### config.mk
export PLATFORM = sky130hd
export DESIGN_NAME = ptc_regs
export DESIGN_NICKNAME = d
export VERILOG_FILES = /design/src/hw/ptc_pkg.sv /design/src/hw/ptc_regs.sv
export VERILOG_INCLUDE_DIRS = /design/src /design/src/hw
export SDC_FILE = /design/constraint.sdc
export NUM_CORES = 1
export LEC_CHECK = 0
export BUFFER_PORTS_ARGS = -buffer_cell sky130_fd_sc_hd__buf_2
export CORE_MARGIN = 4
export CORE_UTILIZATION = 25
export CTS_CLUSTER_DIAMETER = 50
export DETAILED_ROUTE_END_ITERATION = 6
export GPL_TIMING_DRIVEN = 0
export MAX_ROUTING_LAYER = met4
export SLEW_MARGIN = 15
export SYNTH_ARGS = -nofsm -noshare
export SYNTH_HDL_FRONTEND = slang
export SYNTH_SLANG_ARGS = --single-unit
### constraint.sdc
create_clock -name clk -period 3.5 [get_ports clk]
set_input_delay 0.35 -clock clk [delete_from_list [all_inputs] [get_ports clk]]
set_output_delay 0.35 -clock clk [all_outputs]
set_load 0.05 [all_outputs]
### src/hw/ptc_consts.svh
// Offsets, field positions, reset values and counts of the config slice
`ifndef PTC_CONSTS_SVH
`define PTC_CONSTS_SVH

`define PTC_OFS_BIAS       8'h3f
`define PTC_OFS_PREEMPH    8'h48
`define PTC_OFS_AUX        8'h57
`define PTC_OFS_OVR        8'h58

`define PTC_RST_BIAS       8'h4f
`define PTC_RST_PREEMPH    8'h00
`define PTC_RST_AUX        8'h00
`define PTC_RST_OVR        8'h00
`define PTC_RD_UNMAPPED    8'h00

`define PTC_BIAS_MSB       6
`define PTC_PREEMPH_MSB    3
`define PTC_AUX_EN_BIT     7
`define PTC_AUX_SEL_MSB    2
`define PTC_OVR_EN_BIT     7
`define PTC_OVR_D_MSB      5
`define PTC_OVR_D_LSB      4
`define PTC_OVR_C_MSB      3
`define PTC_OVR_C_LSB      2
`define PTC_OVR_SE_BIT     1
`define PTC_OVR_PLLEN_BIT  0

// Half periods of the auxiliary clock, counted in UI strobes
`define PTC_HALF_16UI      5'h08
`define PTC_HALF_32UI      5'h10
`define PTC_HALF_64UI      5'h20

`endif

### src/hw/ptc_pkg.sv
// Types shared by the config slice
package ptc_pkg;
    typedef enum logic [2:0] {
        PTC_AUX_UI16  = 3'h0,
        PTC_AUX_UI32  = 3'h1,
        PTC_AUX_UI64  = 3'h2,
        PTC_AUX_STAMP = 3'h3
    } ptc_aux_sel_t;

    typedef enum logic [1:0] {
        PTC_REF_OFF  = 2'h0,
        PTC_REF_DIV1 = 2'h1,
        PTC_REF_DIV2 = 2'h2,
        PTC_REF_DIV4 = 2'h3
    } ptc_ref_div_t;
endpackage

### src/hw/ptc_regs.sv
// PLL bias, lane pre-emphasis, aux output and PLL pin override registers
`timescale 1ns/100ps
`include "ptc_consts.svh"

module ptc_regs (
    input  wire logic       clk,
    input  wire logic       rst_b,
    input  wire logic       reg_wr,
    input  wire logic       reg_rd,
    input  wire logic [7:0] reg_addr,
    input  wire logic [7:0] reg_wdata,
    output logic      [7:0] reg_rdata,
    input  wire logic       ser_ui_strobe,
    input  wire logic       ser_reinit,
    input  wire logic       timestamp_input,
    input  wire logic       pll_enable_pin,
    input  wire logic       single_ended_ref_pin,
    input  wire logic       clock_config_pin_0,
    input  wire logic       clock_config_pin_1,
    output logic      [6:0] oscillator_bias_level,
    output logic      [3:0] lane_preemphasis,
    output logic            aux_output_pins,
    output logic            pll_enable,
    output logic            single_ended_ref_sel,
    output logic      [1:0] ref_out_c_divide,
    output logic      [1:0] ref_out_d_divide
);
    logic [7:0] bias_q;
    logic [7:0] preemph_q;
    logic [7:0] aux_q;
    logic [7:0] ovr_q;
    logic [7:0] rdata_q;
    logic       aux_out_q;
    logic [4:0] ui_cnt_q;
    logic       pll_en_q;
    logic       se_sel_q;
    logic [1:0] ref_c_q;
    logic [1:0] ref_d_q;

    // Address decode and read selection
    wire        wr_bias    = reg_wr && (reg_addr == `PTC_OFS_BIAS);
    wire        wr_preemph = reg_wr && (reg_addr == `PTC_OFS_PREEMPH);
    wire        wr_aux     = reg_wr && (reg_addr == `PTC_OFS_AUX);
    wire        wr_ovr     = reg_wr && (reg_addr == `PTC_OFS_OVR);
    wire [7:0]  rd_mux =
        (reg_addr == `PTC_OFS_BIAS)    ? bias_q    :
        (reg_addr == `PTC_OFS_PREEMPH) ? preemph_q :
        (reg_addr == `PTC_OFS_AUX)     ? aux_q     :
        (reg_addr == `PTC_OFS_OVR)     ? ovr_q     : `PTC_RD_UNMAPPED;

    // Reserved bits are stored as written; software keeps them at reset value
    always_ff @(posedge clk)
    begin
        if (!rst_b)
        begin
            bias_q    <= `PTC_RST_BIAS;
            preemph_q <= `PTC_RST_PREEMPH;
            aux_q     <= `PTC_RST_AUX;
            ovr_q     <= `PTC_RST_OVR;
            rdata_q   <= `PTC_RD_UNMAPPED;
        end
        else
        begin
            if (wr_bias)
                bias_q <= reg_wdata;
            if (wr_preemph)
                preemph_q <= reg_wdata;
            if (wr_aux)
                aux_q <= reg_wdata;
            if (wr_ovr)
                ovr_q <= reg_wdata;
            if (reg_rd)
                rdata_q <= rd_mux;
        end
    end

    // Auxiliary output generation
    wire             aux_en  = aux_q[`PTC_AUX_EN_BIT];
    wire [2:0]       aux_sel = aux_q[`PTC_AUX_SEL_MSB:0];
    wire             ser_mode = aux_en && (aux_sel <= 3'(ptc_pkg::PTC_AUX_UI64));
    wire             stamp_mode = aux_en &&
                                  (aux_sel == 3'(ptc_pkg::PTC_AUX_STAMP));
    wire [4:0]       half_ui =
        (aux_sel == 3'(ptc_pkg::PTC_AUX_UI16)) ? `PTC_HALF_16UI :
        (aux_sel == 3'(ptc_pkg::PTC_AUX_UI32)) ? `PTC_HALF_32UI :
                                                 `PTC_HALF_64UI;
    wire             half_done = ser_ui_strobe &&
                                 (ui_cnt_q == half_ui - 5'h01);
    // A serializer restart parks the divided clock low and restarts its phase
    wire             ser_hold  = !ser_mode || ser_reinit;
    wire [4:0]       ui_cnt_d  = ser_hold      ? 5'h00 :
                                 half_done     ? 5'h00 :
                                 ser_ui_strobe ? ui_cnt_q + 5'h01 :
                                                 ui_cnt_q;
    // Reserved selects and a cleared enable both leave the pins low
    wire             aux_out_d = stamp_mode ? timestamp_input :
                                 ser_hold   ? 1'b0 :
                                 half_done  ? !aux_out_q : aux_out_q;

    always_ff @(posedge clk)
    begin
        if (!rst_b)
        begin
            ui_cnt_q  <= 5'h00;
            aux_out_q <= 1'b0;
        end
        else
        begin
            ui_cnt_q  <= ui_cnt_d;
            aux_out_q <= aux_out_d;
        end
    end

    // PLL control source: pins or override register
    wire       ovr_en   = ovr_q[`PTC_OVR_EN_BIT];
    wire [1:0] pin_code = {clock_config_pin_1, clock_config_pin_0};
    wire       pll_en_d = ovr_en ? ovr_q[`PTC_OVR_PLLEN_BIT]
                                 : pll_enable_pin;
    wire       se_sel_d = ovr_en ? ovr_q[`PTC_OVR_SE_BIT]
                                 : single_ended_ref_pin;
    wire [1:0] ref_c_d  = ovr_en ? ovr_q[`PTC_OVR_C_MSB:`PTC_OVR_C_LSB]
                                 : pin_code;
    wire [1:0] ref_d_raw = ovr_en ? ovr_q[`PTC_OVR_D_MSB:`PTC_OVR_D_LSB]
                                  : pin_code;
    // D is gated off whenever C is off, so it can never run alone
    wire [1:0] ref_d_d  = (ref_c_d == 2'(ptc_pkg::PTC_REF_OFF))
                          ? 2'(ptc_pkg::PTC_REF_OFF) : ref_d_raw;

    always_ff @(posedge clk)
    begin
        if (!rst_b)
        begin
            pll_en_q <= 1'b0;
            se_sel_q <= 1'b0;
            ref_c_q  <= 2'h0;
            ref_d_q  <= 2'h0;
        end
        else
        begin
            pll_en_q <= pll_en_d;
            se_sel_q <= se_sel_d;
            ref_c_q  <= ref_c_d;
            ref_d_q  <= ref_d_d;
        end
    end

    assign reg_rdata             = rdata_q;
    assign oscillator_bias_level = bias_q[`PTC_BIAS_MSB:0];
    // One field fans out to every lane; there is no per-lane copy
    assign lane_preemphasis      = preemph_q[`PTC_PREEMPH_MSB:0];
    assign aux_output_pins       = aux_out_q;
    assign pll_enable            = pll_en_q;
    assign single_ended_ref_sel  = se_sel_q;
    assign ref_out_c_divide      = ref_c_q;
    assign ref_out_d_divide      = ref_d_q;

    property p_readback;
        @(posedge clk) disable iff (!rst_b)
        (wr_ovr ##2 (reg_rd && !reg_wr && reg_addr == `PTC_OFS_OVR))
        |=> reg_rdata == $past(reg_wdata, 3);
    endproperty
    a_readback: assert property (p_readback)
        else $error("Override register did not read back written value");

    property p_preemph_all;
        @(posedge clk) disable iff (!rst_b)
        wr_preemph |=> lane_preemphasis == $past(reg_wdata[3:0]);
    endproperty
    a_preemph_all: assert property (p_preemph_all)
        else $error("Pre-emphasis output does not follow written field");

    property p_aux_off;
        @(posedge clk) disable iff (!rst_b)
        !aux_en |=> !aux_output_pins;
    endproperty
    a_aux_off: assert property (p_aux_off)
        else $error("Aux output active while disabled");

    property p_aux_stamp;
        @(posedge clk) disable iff (!rst_b)
        stamp_mode |=> aux_output_pins == $past(timestamp_input);
    endproperty
    a_aux_stamp: assert property (p_aux_stamp)
        else $error("Aux output is not the resampled timestamp");

    property p_aux_reinit;
        @(posedge clk) disable iff (!rst_b)
        (ser_mode && ser_reinit) |=> !aux_output_pins && ui_cnt_q == 5'h00;
    endproperty
    a_aux_reinit: assert property (p_aux_reinit)
        else $error("Aux clock kept running through serializer restart");

    property p_aux_16ui;
        @(posedge clk) disable iff (!rst_b)
        (ser_mode && !ser_reinit && ser_ui_strobe && ui_cnt_q == 5'h07 &&
         aux_sel == 3'h0) |=> aux_output_pins != $past(aux_output_pins);
    endproperty
    a_aux_16ui: assert property (p_aux_16ui)
        else $error("16 UI clock did not toggle after eight strobes");

    property p_ovr_reset;
        @(posedge clk)
        !rst_b |=> ovr_q == 8'h00 && aux_q == 8'h00 && bias_q == 8'h4f;
    endproperty
    a_ovr_reset: assert property (p_ovr_reset)
        else $error("Register reset value wrong");

    property p_pin_mode;
        @(posedge clk) disable iff (!rst_b)
        !ovr_en |=> pll_enable == $past(pll_enable_pin) &&
                    single_ended_ref_sel == $past(single_ended_ref_pin);
    endproperty
    a_pin_mode: assert property (p_pin_mode)
        else $error("PLL does not follow its pins in pin mode");

    property p_ovr_mode;
        @(posedge clk) disable iff (!rst_b)
        ovr_en |=> pll_enable == $past(ovr_q[0]) &&
                   single_ended_ref_sel == $past(ovr_q[1]) &&
                   ref_out_c_divide == $past(ovr_q[3:2]);
    endproperty
    a_ovr_mode: assert property (p_ovr_mode)
        else $error("PLL does not follow override register");

    property p_d_needs_c;
        @(posedge clk) disable iff (!rst_b)
        ref_out_c_divide == 2'h0 |-> ref_out_d_divide == 2'h0;
    endproperty
    a_d_needs_c: assert property (p_d_needs_c)
        else $error("Reference output D runs while C is off");
endmodule

==> impl_metrics.yaml, run 1 <==
yosys:
  netlist-cell-type-count: 40
  synth_area_per_inst_um2: 9.20
  yosys.cell_count.top_type: "sky130_fd_sc_hd__dfxtp_1"
  post_synth_main_area_contributors: "sky130_fd_sc_hd__dfxtp_1 (42%), sky130_fd_sc_hd__mux2i_1 (6.8%), sky130_fd_sc_hd__nand4bb_1 (4.1%)"
  synth.net_count: 299
  post_synth_inst_count: 271
  synthArstFlopShare: 0
  synth_enable_flop_cells: 0
  synth_flop_cell: "sky130_fd_sc_hd__dfxtp_1"
  post-synth-top-area-cell: "sky130_fd_sc_hd__dfxtp_1"
  synth.top_cells.by_count: "sky130_fd_sc_hd__dfxtp_1 (52), sky130_fd_sc_hd__nor2_1 (27), sky130_fd_sc_hd__nand2_1 (20)"
  postSynthRegisterBits: 52
  netlist_area_um2: 2490
  netlist.area_leader.share: 0.418
  yosysSeqAreaShare: 0.418
  yosys_warnings: 0
global_routing:
  wire_length_of_the_first_global_routing_pass_mm: 10.1
  congestion_overflow_gr: 0
  globalRouteTotalUtil: 0.115
  antenna_found_initial: 0
  grt_max_degree: 17
  first_global_vias: 1989
timing:
  grt_setup_unrepaired: "no"
  setup_viol_count_final: 0
  finalClockSkew_ps: 8.15
  finalCriticalPeriod_ps: 1740
  final_worst_path_period_share: 0.497
  worst_pin_slew_ps: 584
  final-hold-violation-count: 0
  relSlewSlack: 0.611
  final.hold.worst_slack_ps: 298
  max_clock_freq_mhz: 574
  setup_total_negative_slack_ps: 0
  timing_max_transition_violations_final: 0
floorplanning:
  die_x_um: 108
  core-area_um2: 9730
  num_io_pins: 53
  initial_utilization: 0.256
  core.rowCount: 36
  die_h_um: 108
  floorplan.die_area_um2: 11600
worst_setup_path:
  critical_path.endpoint_type: "flop"
  cp.required_ps: 3690
  start_kind: "input port"
  arrival_ps: 1930
  crit_fanout: 10
  worstSetupPathType: "in2reg"
finish:
  diodes: 0
  number_of_nets_in_the_layout: 356
  syn_to_final_growth_pct: 20.6
  drive_gt1_frac: 0.271
  finish.utilization: 0.309
route:
  drt-wirelength-per-cell_um: 13.9
  drt-pass1-iter-count: 4
  ant_nets: 0
  routed_wl_mm: 6.44
  drt_drc_violations_left: 0
  routed-via-count: 2100
  via_per_inst: 4.55
  initialDrtViolationCount: 91
min_path:
  hold_path.class: "in2reg"
clocking:
  holdBufCountCts: 0
  cts_tree: "built"
  clk_pin_slew_worst_paths_ps: 100
  cts-root-buf: "sky130_fd_sc_hd__clkbuf_8"
  cts_resized: 0
  post_cts.repair.setup_buffers: 0
  clock_tree.htree_level_count: 2
  cts.sinks: 52
  longest_clk_path_bufs: 2
  tritoncts.num_buffers: 5
  clkLatencyLatePin_ps: 310
place:
  gp_routability_congestion: 0.802
  io_buffer_count: 50
  detailedPlacementHpwl_mm: 5.01
job:
  max_cap_viols: 0
run_status:
  run_status: "completed"
pwr:
  vdd.ir_drop.worst_uv: 145
  p_leak_uw: 0.00122
  power_density_nw_per_um2: 353
-- per-layer routing --
metal / wire, um / vias to the layer above / global-route usage
met5: 0 / - / -
met4: 130 / 0 / 0.0415
met3: 340 / 10 / 0.0252
met2: 3190 / 49 / 0.188
met1: 2780 / 971 / 0.139
li1: - / 1070 / -
-- power by group --
| group | internal (uW) | switching, uW |
|---|---|---|
| Clock | 161 | 213 |
| Combinational | 31.6 | 59.4 |
| Sequential | 596 | 1.14 |
| Total | 788 | 274 |
-- metrics by stage --
stage               area [um2]  setup slack [ps]  total power (uW)  instances
floorplan                 2490              1820               666        271
global placement          2910              1490               701        454
detailed placement        2910              1470               702        454
CTS                       3010              1790              1070        462
global route              3010              1630              1100        462
finish                    3010              1760              1060        462
-- kinds of logic after synthesis --
group                    after synthesis  synth area share
adder cells (fa/ha/maj)                1           0.00502
AO/OA/AOI/OAI                         52             0.144
flip-flops                            52             0.418
buffers and inverters                 33            0.0738
AND/OR/NAND/NOR                      103             0.237
XOR/XNOR                               5            0.0176
multiplexers                          25             0.104
-- flip-flops by register name, summed over array words and instances, names as in the netlist --
register	flops
bias_q	8
single_ended_ref_sel	1
aux_q	8
ref_out_d_divide	2
preemph_q	8
reg_rdata	8
ref_out_c_divide	2
pll_enable	1
ui_cnt_q	5
aux_output_pins	1
ovr_q	8
-- worst max-delay path, stage by stage --
cell	delay, ps
sky130_fd_sc_hd__buf_2	90
sky130_fd_sc_hd__clkbuf_1	450
sky130_fd_sc_hd__nand4_1	500
sky130_fd_sc_hd__clkbuf_1	320
sky130_fd_sc_hd__nand3_1	130
sky130_fd_sc_hd__o21ai_0	80
-- area by class of cell --
class | instances | area, um2
timing repair buffer | 50 | 250
sequential | 52 | 1040
fill | 1067 | 6720
buffer | 31 | 176
tap | 133 | 166
inverter | 2 | 7.51
multi-input combinational | 186 | 1270
clock inverter | 2 | 15.0
clock buffer | 6 | 82.6
-- path summary, 6_finish.rpt --
kind | start | end | slack, ps | depth (start not counted)
setup / recovery | reg_addr[4] | ovr_q[6] | 1760 | 6
hold / removal | reg_wdata[3] | bias_q[3] | 300 | 3
setup reg to reg | aux_q[0] | ui_cnt_q[0] | 1980 | 4
hold reg to reg | reg_rdata[2] | reg_rdata[2] | 490 | 2
-- cell usage in the layout, fill, tap and decap left out, drive strengths merged, types with 2 or more instances in the layout --
cell,instances
o21ai,9
mux2i,17
clkbuf,18
a211oi,8
xor2,4
or3,2
nand2,20
nand4bb,9
a21boi,2
a21oi,10
dfxtp,52
nor2b,10
buf,69
o31ai,8
mux2,8
inv,2
nor3,2
clkinvlp,2
nand3,10
or4,3
nand3b,10
nand2b,2
nand4,4
a31o,11
nor2,27
(Power assumes the default switching activity.)
==> inputs of run 2 (changes only) <==
- ABC_AREA: unset -> 1
- clock period: 3.5 -> 1.45 ns (I/O delays scaled with it)
==> impl_metrics.yaml, run 2 <==
yosys:
  yosys_warnings: 0
  synth_flop_cell: "sky130_fd_sc_hd__dfxtp_1"
  synth_area_per_inst_um2: 7.66
  yosysSeqAreaShare: 0.405
  postSynthRegisterBits: 52
  yosys.cell_count.top_type: "sky130_fd_sc_hd__nand2_1"
  post_synth_inst_count: 335
  post-synth-top-area-cell: "sky130_fd_sc_hd__dfxtp_1"
  synth.net_count: 363
  post_synth_main_area_contributors: "sky130_fd_sc_hd__dfxtp_1 (41%), sky130_fd_sc_hd__nand2_1 (8.9%), sky130_fd_sc_hd__nand3_1 (7.0%)"
  synth_enable_flop_cells: 0
  netlist.area_leader.share: 0.405
  netlist_area_um2: 2570
  synthArstFlopShare: 0
  synth.top_cells.by_count: "sky130_fd_sc_hd__nand2_1 (61), sky130_fd_sc_hd__dfxtp_1 (52), sky130_fd_sc_hd__inv_1 (43)"
  netlist-cell-type-count: 29
worst_setup_path:
  crit_fanout: 3
  critical_path.endpoint_type: "flop"
  worstSetupPathType: "reg2reg"
  crit_family: "simple AND/OR/NAND/NOR gates"
  cp.required_ps: 1700
  timing.critical_path.slowest_stage_cell: "sky130_fd_sc_hd__dfxtp_2"
  crit_path_cell_trace: "ha_2 -> nand3_2 -> inv_2 -> nand2_1 -> nor2_2 -> nand2_2 -> nand2_1 -> nand3_1 -> a21oi_1"
  critical_path.max_stage_delay_ps: 360
  arrival_ps: 1530
  cp_num_buf_inv: 1
  start_kind: "flop"
  cell_mode_on_critical_path: "sky130_fd_sc_hd__nand2_1"
route:
  via_per_inst: 4.40
  drt-pass1-iter-count: 4
  initialDrtViolationCount: 158
  drt_drc_violations_left: 0
  drt-wirelength-per-cell_um: 12.6
  routed-via-count: 2323
  ant_nets: 0
  routed_wl_mm: 6.64
global_routing:
  globalRouteTotalUtil: 0.122
  first_global_vias: 2199
  congestion_overflow_gr: 0
  grt_max_degree: 16
  wire_length_of_the_first_global_routing_pass_mm: 11.1
  antenna_found_initial: 0
place:
  detailedPlacementHpwl_mm: 5.12
  io_buffer_count: 52
  gp_routability_congestion: 0.813
floorplanning:
  die_h_um: 109
  core-area_um2: 9910
  core.rowCount: 36
  initial_utilization: 0.259
  die_x_um: 109
  floorplan.die_area_um2: 12000
  num_io_pins: 53
timing:
  setup_total_negative_slack_ps: 0
  worst_pin_slew_ps: 622
  max_clock_freq_mhz: 783
  final-hold-violation-count: 0
  setup_viol_count_final: 0
  timing_max_transition_violations_final: 0
  final_worst_path_period_share: 0.881
  finalClockSkew_ps: 10.5
  relSlewSlack: 0.586
  grt_setup_unrepaired: "no"
  finalCriticalPeriod_ps: 1280
min_path:
  hold_path.class: "in2reg"
finish:
  drive_gt1_frac: 0.296
  layout_common_cells: "sky130_fd_sc_hd__nand2_1 (60), sky130_fd_sc_hd__buf_2 (53), sky130_fd_sc_hd__dfxtp_1 (50)"
  diodes: 0
  number_of_nets_in_the_layout: 422
  layout_commonest_cell: "sky130_fd_sc_hd__nand2_1"
  syn_to_final_growth_pct: 21.2
  finish.utilization: 0.314
pwr:
  p_leak_uw: 0.00137
  power_density_nw_per_um2: 821
  vdd.ir_drop.worst_uv: 335
clocking:
  tritoncts.num_buffers: 5
  cts_tree: "built"
  cts.sinks: 52
  cts-root-buf: "sky130_fd_sc_hd__clkbuf_8"
  longest_clk_path_bufs: 2
  clkLatencyLatePin_ps: 310
  clock_tree.htree_level_count: 2
  holdBufCountCts: 0
  clk_pin_slew_worst_paths_ps: 100
job:
  max_cap_viols: 0
run_status:
  run_status: "completed"
[run 2: cell types whose count changed in the layout (fill, tap and decap cells not counted), moves of 10 or more]
cell / delta
sky130_fd_sc_hd__a21oi_1: +25
sky130_fd_sc_hd__o21ai_1: +14
sky130_fd_sc_hd__nand3_1: +24
sky130_fd_sc_hd__inv_1: +41
sky130_fd_sc_hd__nand2_1: +40
sky130_fd_sc_hd__o21ai_0: +18
sky130_fd_sc_hd__mux2i_1: -16
sky130_fd_sc_hd__nor2_1: -19
sky130_fd_sc_hd__nor2b_1: -10
[run 2: metrics by stage]
| step | area [um2] | worst slack, ps | total power, uW | hold slack, ps | std cells |
|---|---|---|---|---|---|
| after floorplan | 2570 | 260 | 1620 | 258 | 335 |
| after global placement | 2990 | 133 | 1720 | 415 | 520 |
| after detailed placement | 2990 | 87.0 | 1720 | 420 | 520 |
| after CTS | 3090 | 55.6 | 2580 | 92.4 | 528 |
| after global routing | 3110 | 11.0 | 2660 | 118 | 528 |
| final | 3110 | 173 | 2560 | 103 | 528 |
[run 2: where the power goes]
part | leakage (uW) | internal (uW) | switching (uW)
Sequential | 0.000422 | 1440 | 3.46
Combinational | 0.000902 | 71.0 | 172
Clock | 0.0000510 | 382 | 488
Total | 0.00137 | 1890 | 664
[run 2: layout make-up]
cell class                      count  area, um2
Clock inverter                      2       10.0
Sequential cell                    52       1040
Multi-Input combinational cell    213       1200
Fill cell                        1090       6800
Buffer                             22        174
Timing Repair Buffer               52        260
Inverter                           48        180
Clock buffer                        6       82.6
Tap cell                          133        166
[run 2: worst min-delay path: cells and delay by family]
family                 cells  cell delay (ps)
buffers and inverters      1              130
AND/OR/NAND/NOR            2              110
[run 2: kinds of logic (layout without fill, tap and decap cells)]
group / count (synthesis) / count (layout) / synth area share
xor gates and xnor gates: 2 / 2 / 0.00682
DFF: 52 / 52 / 0.405
and+or+nand+nor: 123 / 123 / 0.259
buffers and inverters: 70 / 130 / 0.138
adders and majority gates: 1 / 1 / 0.00487
AOI/OAI and AO/OA: 86 / 86 / 0.182
muxes: 1 / 1 / 0.00390
[run 2: layer usage]
metal	share of wire	vias up	track usage
li1	-	1196	-
met1	0.46	1047	0.162
met2	0.46	72	0.184
met3	0.058	8	0.0217
met4	0.017	0	0.0472
met5	0	-	-
[run 2: what timing repair did]
action / CTS / global route
gates resized for setup: 0 / 9
setup buffers: 0 / 0
endpoints found under the setup margin: 0 / 6
[run 2: path summary, 6_finish.rpt]
path / from / endpoint / slack (ps) / depth (start not counted)
worst max-delay path: ui_cnt_q[1] / aux_output_pins / 170 / 9
worst min-delay path: reg_wdata[0] / bias_q[0] / 100 / 3
worst max register to register: ui_cnt_q[1] / aux_output_pins / 170 / 9
worst min register to register: ovr_q[6] / ovr_q[6] / 450 / 2
==> inputs of run 3 (changes only) <==
- CELL_PAD_IN_SITES_DETAIL_PLACEMENT: unset -> 0
- CELL_PAD_IN_SITES_GLOBAL_PLACEMENT: unset -> 1
- PLACE_DENSITY_LB_ADDON: unset -> 0.1
==> impl_metrics.yaml, run 3 (synthesis results as in run 2) <==
worst_setup_path:
  worst_setup_path_startpoint: "ui_cnt_q[0]"
  crit-reg2reg-capture: "ui_cnt_q[0]"
  start_kind: "flop"
  timing.reg2reg.worst_path_depth: 8
  arrival_ps: 1570
  r2r_slack_ps: 120
  cp.required_ps: 1690
  worstSetupPathType: "reg2reg"
  critical_path.endpoint_type: "flop"
  crit_fanout: 5
  worstReg2RegStart: "ui_cnt_q[0]"
clocking:
  longest_clk_path_bufs: 2
  cts.sinks: 52
  clkLatencyLatePin_ps: 310
  holdBufCountCts: 0
  cts_tree: "built"
  clk_pin_slew_worst_paths_ps: 110
  cts-root-buf: "sky130_fd_sc_hd__clkbuf_8"
  clock_tree.htree_level_count: 2
  tritoncts.num_buffers: 5
finish:
  finish.utilization: 0.312
  finish.cell_count_without_fillers: 528
  num-fill-cells: 1154
  layout_commonest_cell: "sky130_fd_sc_hd__nand2_1"
  regArea_um2: 1040
  layout_common_cells: "sky130_fd_sc_hd__nand2_1 (61), sky130_fd_sc_hd__buf_2 (53), sky130_fd_sc_hd__dfxtp_1 (50)"
  drive_gt1_frac: 0.278
  syn_to_final_growth_pct: 20.6
  number_of_nets_in_the_layout: 422
  diodes: 0
  footprint_of_the_multi_input_gates_um2: 1180
global_routing:
  wire_length_of_the_first_global_routing_pass_mm: 12.1
  congestion_overflow_gr: 0
  grt_max_degree: 16
  antenna_found_initial: 0
  first_global_vias: 2337
  globalRouteTotalUtil: 0.135
min_path:
  hold_path.class: "in2reg"
  timing.hold.worst.start: "pll_enable_pin"
  hold_path_end: "pll_enable"
  hold-path-cell-count: 3
pwr:
  vdd.ir_drop.worst_uv: 355
  power_report.internal_total_uw: 1900
  p_leak_uw: 0.00137
  comb_power_share: 0.095
  clock_power_share: 0.347
  p_sw_uw: 687
  p_seq_frac: 0.558
  sw_frac_of_total: 0.266
  power_density_nw_per_um2: 836
  p_total_uw: 2590
floorplanning:
  num_io_pins: 53
  floorplan.die_area_um2: 12000
  die_x_um: 109
  die_h_um: 109
  core-area_um2: 9910
  initial_utilization: 0.259
  core.rowCount: 36
job:
  max_cap_viols: 0
place:
  placed_cells: 520
  gp_routability_congestion: 0.749
  detailedPlacementHpwl_mm: 5.56
  io_buffer_count: 52
timing:
  finalClockSkew_ps: 10.5
  relSlewSlack: 0.549
  final_worst_path_period_share: 0.915
  max_clock_freq_mhz: 754
  setup_total_negative_slack_ps: 0
  grt_setup_unrepaired: "no"
  timing_max_transition_violations_final: 0
  final-hold-violation-count: 0
  setup_viol_count_final: 0
  worst_pin_slew_ps: 677
  finalCriticalPeriod_ps: 1330
route:
  routed_wl_mm: 7.35
  initialDrtViolationCount: 66
  ant_nets: 0
  drt_drc_violations_left: 0
  drt-wirelength-per-cell_um: 13.9
  via_per_inst: 4.31
  drt-pass1-iter-count: 4
  routed-via-count: 2278
run_status:
  run_status: "completed"
-- run 3: layout make-up --
type                    instances  share of cell area
inverters                      48              0.0582
multi-input cells             213               0.380
flip-flops and latches         52               0.337
clock buffers                   7              0.0279
repair buffers                 52              0.0841
plain buffers                  22              0.0562
clock inverters                 1             0.00243
well taps                     133              0.0538
-- run 3: how the worst max path moves through the flow --
| stage | endpoint | slack, ps | cells after the start |
|---|---|---|---|
| global route | ui_cnt_q[0] | 8 | 8 |
| finish | ui_cnt_q[0] | 120 | 8 |
| floorplan | ui_cnt_q[1] | 260 | 8 |
| global placement | ui_cnt_q[2] | 70 | 8 |
| CTS | ui_cnt_q[2] | 20 | 8 |
| detailed placement | ui_cnt_q[0] | 40 | 8 |
-- run 3: layer usage --
metal  wire length, um  vias up  GRT usage
met5                 0        -          -
met4                58        0     0.0294
met3               312        5     0.0247
met2              3350       48      0.211
met1              3630     1032      0.182
li1                  -     1193          -
-- run 3: power by group through the flow --
| stage | clock, uW | combinational (uW) | sequential, uW |
|---|---|---|---|
| 2_1_floorplan | 0 | 108 | 1510 |
| 3_3_place_gp | 0 | 251 | 1480 |
| 3_5_place_dp | 0 | 249 | 1480 |
| 4_1_cts | 930 | 250 | 1440 |
| 5_1_grt | 981 | 273 | 1450 |
| 6_report | 899 | 245 | 1440 |
-- run 3: worst max-delay path, stage by stage (launching register included) --
cell	delay [ps]
sky130_fd_sc_hd__dfxtp_2	350
sky130_fd_sc_hd__ha_1	200
sky130_fd_sc_hd__nand3_1	110
sky130_fd_sc_hd__clkinv_1	100
sky130_fd_sc_hd__nand2_1	70
sky130_fd_sc_hd__nor2_1	50
sky130_fd_sc_hd__nand2_1	90
sky130_fd_sc_hd__nand3_2	150
sky130_fd_sc_hd__nor3_2	140
-- run 3: stage by stage --
step / hold WS (ps) / worst slack, ps / cell area, um2
after floorplan: 258 / 260 / 2570
after global placement: 419 / 66.7 / 2990
after detailed placement: 419 / 42.9 / 2990
after CTS: 99.1 / 15.8 / 3090
after global routing: 121 / 7.97 / 3100
final: 104 / 124 / 3100
-- run 3: repair_timing --
| action | CTS | global route |
|---|---|---|
| resized for setup | 0 | 3 |
| setup buffers | 0 | 0 |
| setup endpoints to repair | 0 | 6 |
| endpoints found under the hold margin | 0 | 0 |
